**src/hw/bbp_pkg.sv**
```systemverilog
// bbp_pkg: constants for the bit-bang parallel port
// assumes one 50 MHz clock, synchronous active-low reset
package bbp_pkg;
  localparam int          BBP_CLK_HZ        = 50000000;
  localparam int          BBP_BUS_W         = 8;
  // mode command values
  localparam logic [7:0]  BBP_MODE_RESET    = 8'h00;
  localparam logic [7:0]  BBP_MODE_ASYNC    = 8'h01;
  localparam logic [7:0]  BBP_MODE_SYNC     = 8'h04;
  // main channel modes
  localparam logic [1:0]  BBP_MAIN_FIFO     = 2'h0;
  localparam logic [1:0]  BBP_MAIN_CPUFIFO  = 2'h1;
  localparam logic [1:0]  BBP_MAIN_ISOSER   = 2'h2;
  localparam logic [1:0]  BBP_MAIN_UART     = 2'h3;
  // register indices
  localparam logic [2:0]  BBP_REG_MODE      = 3'h0;
  localparam logic [2:0]  BBP_REG_DIR       = 3'h1;
  localparam logic [2:0]  BBP_REG_DATA      = 3'h2;
  localparam logic [2:0]  BBP_REG_READBACK  = 3'h3;
  localparam logic [2:0]  BBP_REG_BAUD      = 3'h4;
  localparam logic [2:0]  BBP_REG_STATUS    = 3'h5;
  localparam logic [2:0]  BBP_REG_MAIN      = 3'h6;
  // reset values
  localparam logic [7:0]  BBP_DIR_RST       = 8'h00;
  localparam logic [15:0] BBP_BAUD_RST      = 16'h0063;
  // least baud divisor: keeps rate below 1 MBd at 50 MHz
  localparam int          BBP_MAX_BAUD      = 1000000;
  localparam logic [15:0] BBP_BAUD_MIN      = 16'((BBP_CLK_HZ + BBP_MAX_BAUD - 1) / BBP_MAX_BAUD);
  // status bit positions
  localparam int          BBP_ST_PEND       = 0;
  localparam int          BBP_ST_RBV        = 1;
  localparam int          BBP_ST_BUSY       = 2;
  localparam int          BBP_ST_OVR        = 3;
endpackage

```
**src/hw/bbp_port.sv**
```systemverilog
// bbp_port: one channel's bit-bang parallel port with strobe outputs
// assumes register port strobes synchronous to mclk, pin inputs synchronous
`timescale 1ns/100ps

module bbp_port #(
  parameter bit CHAN_B = 1'b0
) (
  input  wire logic                 mclk,
  input  wire logic                 rst_n,
  input  wire logic [2:0]           reg_addr,
  input  wire logic [15:0]          reg_wdata,
  input  wire logic                 reg_wr,
  input  wire logic                 reg_rd,
  output logic      [15:0]          reg_rdata,
  input  wire logic [bbp_pkg::BBP_BUS_W-1:0] bus_in,
  output logic      [bbp_pkg::BBP_BUS_W-1:0] bus_out,
  output logic      [bbp_pkg::BBP_BUS_W-1:0] bus_oe,
  output logic                      bitbang_active,
  output logic                      ctl_wr_n,
  output logic                      ctl_rd_n,
  output logic                      alt_wr_n,
  output logic                      alt_rd_n
);
  import bbp_pkg::*;

  if (BBP_BUS_W != 8) begin : g_bad_width
    $error("bus width must be 8");
  end

  typedef enum logic [2:0] {
    ST_IDLE, ST_SAMPLE, ST_RD_HI, ST_RD_LO, ST_SETUP, ST_WR_LO, ST_WR_HI
  } bbp_state_t;

  typedef struct packed {
    logic [7:0]  mode;
    logic [1:0]  main;
    logic [7:0]  dir;
    logic [7:0]  pend_data;
    logic        pend;
    logic [7:0]  rb_data;
    logic        rb_valid;
    logic        ovr;
    logic [15:0] baud;
    logic [15:0] baud_cnt;
    bbp_state_t  st;
    logic [7:0]  out;
    logic [7:0]  oe;
    logic        act;
    logic        wr_n;
    logic        rd_n;
    logic        cwr_n;
    logic        crd_n;
    logic        awr_n;
    logic        ard_n;
    logic [15:0] rdata;
  } bbp_regs_t;

  bbp_regs_t s_reg;
  bbp_regs_t s_next;

  function automatic logic mode_on(input logic [7:0] m, input logic [1:0] mm);
    mode_on = (m == BBP_MODE_ASYNC || m == BBP_MODE_SYNC)
              && !(CHAN_B && mm == BBP_MAIN_ISOSER);
  endfunction

  logic tick;
  logic on;
  logic sync_m;

  always_comb begin
    s_next = s_reg;
    on     = mode_on(s_reg.mode, s_reg.main);
    sync_m = on && s_reg.mode == BBP_MODE_SYNC;
    tick   = (s_reg.baud_cnt == 16'h0000);
    // baud generator, one-cycle tick enable
    s_next.baud_cnt = tick ? s_reg.baud : s_reg.baud_cnt - 16'h0001;

    // register writes
    if (reg_wr) begin
      case (reg_addr)
        BBP_REG_MODE: begin
          s_next.mode = reg_wdata[7:0];
          s_next.st   = ST_IDLE;
          s_next.pend = 1'b0;
        end
        BBP_REG_DIR:  s_next.dir  = reg_wdata[7:0];
        BBP_REG_DATA: begin
          if (s_reg.pend) s_next.ovr = 1'b1;
          s_next.pend_data = reg_wdata[7:0];
          s_next.pend      = 1'b1;
        end
        BBP_REG_BAUD: s_next.baud = (reg_wdata < BBP_BAUD_MIN) ? BBP_BAUD_MIN : reg_wdata;
        BBP_REG_MAIN: s_next.main = reg_wdata[1:0];
        BBP_REG_STATUS: begin
          if (reg_wdata[BBP_ST_OVR]) s_next.ovr = 1'b0;
        end
        default: ;
      endcase
    end
    if (reg_rd && reg_addr == BBP_REG_READBACK) s_next.rb_valid = 1'b0;

    // byte engine
    case (s_reg.st)
      ST_IDLE: begin
        s_next.wr_n = 1'b1;
        s_next.rd_n = 1'b1;
        if (on && s_reg.pend && tick) begin
          if (!sync_m) begin
            s_next.out  = s_reg.pend_data;
            s_next.pend = 1'b0;
            s_next.wr_n = 1'b0;
            s_next.st   = ST_WR_HI;
          end else if (!s_reg.rb_valid) begin
            s_next.st   = ST_SAMPLE;
          end
        end
      end
      ST_SAMPLE: begin
        s_next.rb_data  = bus_in;
        s_next.rb_valid = 1'b1;
        s_next.st       = ST_RD_HI;
      end
      ST_RD_HI: begin
        s_next.rd_n = 1'b1;
        s_next.st   = ST_RD_LO;
      end
      ST_RD_LO: begin
        s_next.rd_n = 1'b0;
        s_next.out  = s_reg.pend_data;
        s_next.pend = 1'b0;
        s_next.st   = ST_SETUP;
      end
      ST_SETUP: s_next.st = ST_WR_LO;
      ST_WR_LO: begin
        s_next.wr_n = 1'b0;
        s_next.st   = ST_WR_HI;
      end
      ST_WR_HI: begin
        s_next.wr_n = 1'b1;
        s_next.rd_n = 1'b1;
        s_next.st   = ST_IDLE;
      end
      default: s_next.st = ST_IDLE;
    endcase
    // a data write in the same cycle as the update stays pending
    if (reg_wr && reg_addr == BBP_REG_DATA) s_next.pend = 1'b1;
    if (reg_wr && reg_addr == BBP_REG_MODE) s_next.pend = 1'b0;

    // pin drivers
    s_next.act = mode_on(s_next.mode, s_next.main);
    s_next.oe  = s_next.act ? s_next.dir : 8'h00;
    if (!s_next.act) begin
      s_next.wr_n = 1'b1;
      s_next.rd_n = 1'b1;
    end
    // strobe routing by main mode
    s_next.cwr_n = (s_next.main == BBP_MAIN_UART) ? 1'b1 : s_next.wr_n;
    s_next.crd_n = (s_next.main == BBP_MAIN_UART) ? 1'b1 : s_next.rd_n;
    s_next.awr_n = (s_next.main == BBP_MAIN_UART) ? s_next.wr_n : 1'b1;
    s_next.ard_n = (s_next.main == BBP_MAIN_UART) ? s_next.rd_n : 1'b1;

    // read data, one cycle later
    s_next.rdata = 16'h0000;
    if (reg_rd) begin
      case (reg_addr)
        BBP_REG_MODE:     s_next.rdata = {8'h00, s_reg.mode};
        BBP_REG_DIR:      s_next.rdata = {8'h00, s_reg.dir};
        BBP_REG_DATA:     s_next.rdata = {8'h00, s_reg.out};
        BBP_REG_READBACK: s_next.rdata = {8'h00, s_reg.rb_data};
        BBP_REG_BAUD:     s_next.rdata = s_reg.baud;
        BBP_REG_STATUS:   s_next.rdata = {12'h000, s_reg.ovr, s_reg.st != ST_IDLE,
                                          s_reg.rb_valid, s_reg.pend};
        BBP_REG_MAIN:     s_next.rdata = {14'h0000, s_reg.main};
        default:          s_next.rdata = 16'h0000;
      endcase
    end
  end

  always_ff @(posedge mclk) begin
    if (!rst_n) begin
      s_reg          <= '0;
      s_reg.dir      <= BBP_DIR_RST;
      s_reg.baud     <= BBP_BAUD_RST;
      s_reg.baud_cnt <= BBP_BAUD_RST;
      s_reg.st       <= ST_IDLE;
      s_reg.wr_n     <= 1'b1;
      s_reg.rd_n     <= 1'b1;
      s_reg.cwr_n    <= 1'b1;
      s_reg.crd_n    <= 1'b1;
      s_reg.awr_n    <= 1'b1;
      s_reg.ard_n    <= 1'b1;
    end else begin
      s_reg <= s_next;
    end
  end

  assign reg_rdata      = s_reg.rdata;
  assign bus_out        = s_reg.out;
  assign bus_oe         = s_reg.oe;
  assign bitbang_active = s_reg.act;
  assign ctl_wr_n       = s_reg.cwr_n;
  assign ctl_rd_n       = s_reg.crd_n;
  assign alt_wr_n       = s_reg.awr_n;
  assign alt_rd_n       = s_reg.ard_n;

endmodule
```
**config.mk**
```make
export PLATFORM = sky130hd
export DESIGN_NAME = bbp_port
export DESIGN_NICKNAME = d
export VERILOG_FILES = /design/src/hw/bbp_pkg.sv /design/src/hw/bbp_port.sv
export SDC_FILE = /design/constraint.sdc
export NUM_CORES = 1
export LEC_CHECK = 0
export BUFFER_PORTS_ARGS = -buffer_cell sky130_fd_sc_hd__buf_2
export CAP_MARGIN = 5
export CORE_MARGIN = 2
export CORE_UTILIZATION = 60
export DETAILED_ROUTE_END_ITERATION = 10
export PLACE_DENSITY_LB_ADDON = 0.05
export RECOVER_POWER = 25
export SLEW_MARGIN = 40
export SYNTH_ARGS = -nofsm -noshare
export SYNTH_HDL_FRONTEND = slang
export SYNTH_SLANG_ARGS = --single-unit
export TNS_END_PERCENT = 100
```
**constraint.sdc**
```tcl
create_clock -name mclk -period 3.8 [get_ports mclk]
set_clock_uncertainty 0.15 [all_clocks]
set_input_delay 0.38 -clock mclk [delete_from_list [all_inputs] [get_ports mclk]]
set_output_delay 0.38 -clock mclk [all_outputs]
set_load 0.005 [all_outputs]
```
==> results.ini <==
[timing]
timing.fmax_ghz = 0.412
relSlewSlack = 0.322
fin_crit_sh = 0.639
fin_crit_ns = 2.43
finalHoldViolations = 0
worst_hold_slack_ns = 0.0760
setup_viol = 0
timing.final.max_slew_violations = 0
grt_setup_unrepaired = no
worst_slew_pin_slew_ns = 1.01
setup_tns_ns = 0

[cts]
clk_pin_slew_worst_paths_ns = 0.10
cts_setup_buffers = 0
cts_inserted_buffers = 9
worstSkewPairLatency_ns = 0.38
cts_tree = done
cts_buffer_depth = 2
cts_sinks = 111
cts_root_buf = clkbuf_8
cts_resized = 0
h-tree-depth = 3
hold_buffers = 0

[yosys]
synthDistinctLibCells = 50
yosysMostFrequentCell = nand2_1
ys_ff_latch = 111
synth-edff-count = 0
yosys.area.top_type = dfxtp_1
syn-num-nets = 610
yosys_warnings = 0
yosysSeqAreaShare = 0.453
syn_area_sq_mm = 0.00491
synthTopCellsByArea = dfxtp_1 (45%), nand2_1 (9.4%), a21oi_1 (5.6%)
postSynth.asyncResetShare = 0
netlist.area_leader.share = 0.453
ys_top_cells_by_count = nand2_1 (123), dfxtp_1 (111), a21oi_1 (55), nor2_1 (38), buf_4 (32)
syn_avg_cell_area_sq_um = 8.49
ys.flop_type = dfxtp_1
synthCells = 578

[cells_and_area]
multiInputGateArea_sq_mm = 0.00230
final_area_sq_mm = 0.00519
drive_gt1_frac = 0.150
syn_to_final_growth_pct = 5.78
largest_reg_flops = 74
seqCellArea_sq_mm = 0.00222
antenna_cells = 0
fin_nets = 628
final_util = 0.662
n_fill_cell = 713

[worst_setup_path]
crit_chain = inv_1, ha_1, nand3_1, or4_4, o31a_1, a2111oi_2
critPathKind = reg2reg
endpoint_kind = flip-flop
cpMaxStageDelayCell = or4_4
crit_fanout = 12
start_kind = flip-flop
cpPeakStageDelay_ns = 0.72
reg2reg_to = s_reg[39]
reg2regPathDepth = 6
reg2reg_from = s_reg[42]
critical_path_arrival_ns = 2.56
r2r_slack_ns = 1.37
cp.required_ns = 3.93

[hold_path]
min_to = s_reg[79]
hold_start = bus_in[3]
hold_depth = 3
hp-class = in2reg

[pwr]
p_leak_nw = 1.98
ir_drop_v = 0.000230
power_density_mw_per_mm2 = 380

[drt]
ant_nets = 0
wl_per_cell_um = 16.8
routed_via_density = 5.81
wl_um = 11800
drc = 0
drt_iter0_markers = 256
vias = 4077
dr.pass1.iters = 5

[global_routing]
grt_pass1_vias = 3755
antenna_found_initial = 0
grt_max_degree = 37
grt_overflow = 0
grt_use_total = 0.279
grt_pass1_wl_um = 19100

[placed_design]
place_congestion = 0.892
port_buffers = 67
dpl.hpwl_um = 8470
placed_area_sq_mm = 0.00504

[floorplanning]
die_h_um = 94.5
coreArea_sq_mm = 0.00785
start_util = 0.626
fp.dieArea_sq_mm = 0.00892
die_width_um = 94.5
std_cell_rows = 32
pin_count = 68

[run_status]
status = completed

[flow_run]
maxCapViolations = 0

-- per-layer routing --
metal  global-route usage  routed length [um]  vias to the layer above
met1                0.394                5460                     1927
met4               0.0833                 120                        0
met5                    0                   0                        -
li1                     -                   -                     1990
met2                0.440                5420                      149
met3               0.0463                 783                       11
-- power by group --
group	leakage (nW)	switching (mW)	internal, mW	total (mW)
Clock	0.0845	0.396	0.253	0.649
Combinational	0.995	0.0861	0.0451	0.131
Sequential	0.897	0.0127	1.18	1.19
Total	1.98	0.495	1.48	1.97
-- worst max path at each step --
stage | end | depth (start not counted) | slack [ns] | startpoint
3_5_place_dp | ctl_rd_n | 5 | 1.30 | reg_addr[0]
4_1_cts | s_reg[39] | 6 | 1.39 | s_reg[42]
5_1_grt | s_reg[39] | 6 | 1.25 | s_reg[42]
2_1_floorplan | alt_rd_n | 6 | 1.65 | reg_addr[2]
3_3_place_gp | ctl_rd_n | 5 | 1.36 | reg_addr[0]
6_report | s_reg[39] | 6 | 1.37 | s_reg[42]
-- worst max-delay path, delay by kind of cell, from the launching register on --
kind | cells | cell delay (ns)
flip-flops | 1 | 0.33
buffers and inverters | 1 | 0.07
AO/OA/AOI/OAI | 2 | 0.57
AND/OR/NAND/NOR | 2 | 1.00
adder cells (fa/ha/maj) | 1 | 0.21
-- cell families (layout without fill, tap and decap cells) --
logic type,count (synthesis),after routing,share of synthesized area
xor+xnor,10,10,0.0178
flops,111,111,0.453
fa+ha+maj,1,1,0.00255
buf+inv,71,93,0.0813
simple gates,246,246,0.237
mux,29,29,0.0744
compound gates,110,110,0.134
-- area by class of cell --
cell class	instances	area share
Multi-Input combinational cell	396	0.443
Sequential cell	111	0.428
Timing Repair Buffer	70	0.0662
Clock buffer	10	0.0265
Tap cell	102	0.0246
Clock inverter	5	0.00650
Inverter	8	0.00578
-- through the flow --
stage / std cells / worst slack (ns) / total power, mW
after floorplan: 578 / 1.65 / 1.30
after global placement: 687 / 1.36 / 1.34
after detailed placement: 687 / 1.30 / 1.35
after CTS: 702 / 1.39 / 1.98
after global routing: 702 / 1.25 / 2.04
final: 702 / 1.37 / 1.97
-- cells in the final DEF (no fill, tap or decap), types with 3 or more instances in the layout --
cell type | synthesis | routed
a211oi_1 | 4 | 4
nor2_1 | 38 | 38
and2_1 | 11 | 6
a21oi_1 | 55 | 55
mux4_2 | 6 | 6
and2_0 | 1 | 6
inv_1 | 6 | 6
nand2b_1 | 4 | 4
or4_1 | 3 | 3
o211ai_1 | 4 | 4
mux2i_1 | 23 | 23
o22ai_1 | 4 | 4
a221o_1 | 8 | 8
nand4_1 | 4 | 4
buf_2 | 3 | 56
nor2b_1 | 14 | 14
nand3_1 | 13 | 13
clkbuf_8 | 0 | 10
clkbuf_1 | 23 | 11
nor3_1 | 12 | 10
nand2_1 | 123 | 123
buf_4 | 32 | 3
o21ai_0 | 24 | 24
dfxtp_1 | 111 | 111
nor4_1 | 7 | 7
xor2_1 | 6 | 6
and3_1 | 3 | 3
xnor2_1 | 4 | 4
or3_1 | 4 | 4
(Power assumes the default switching activity.)
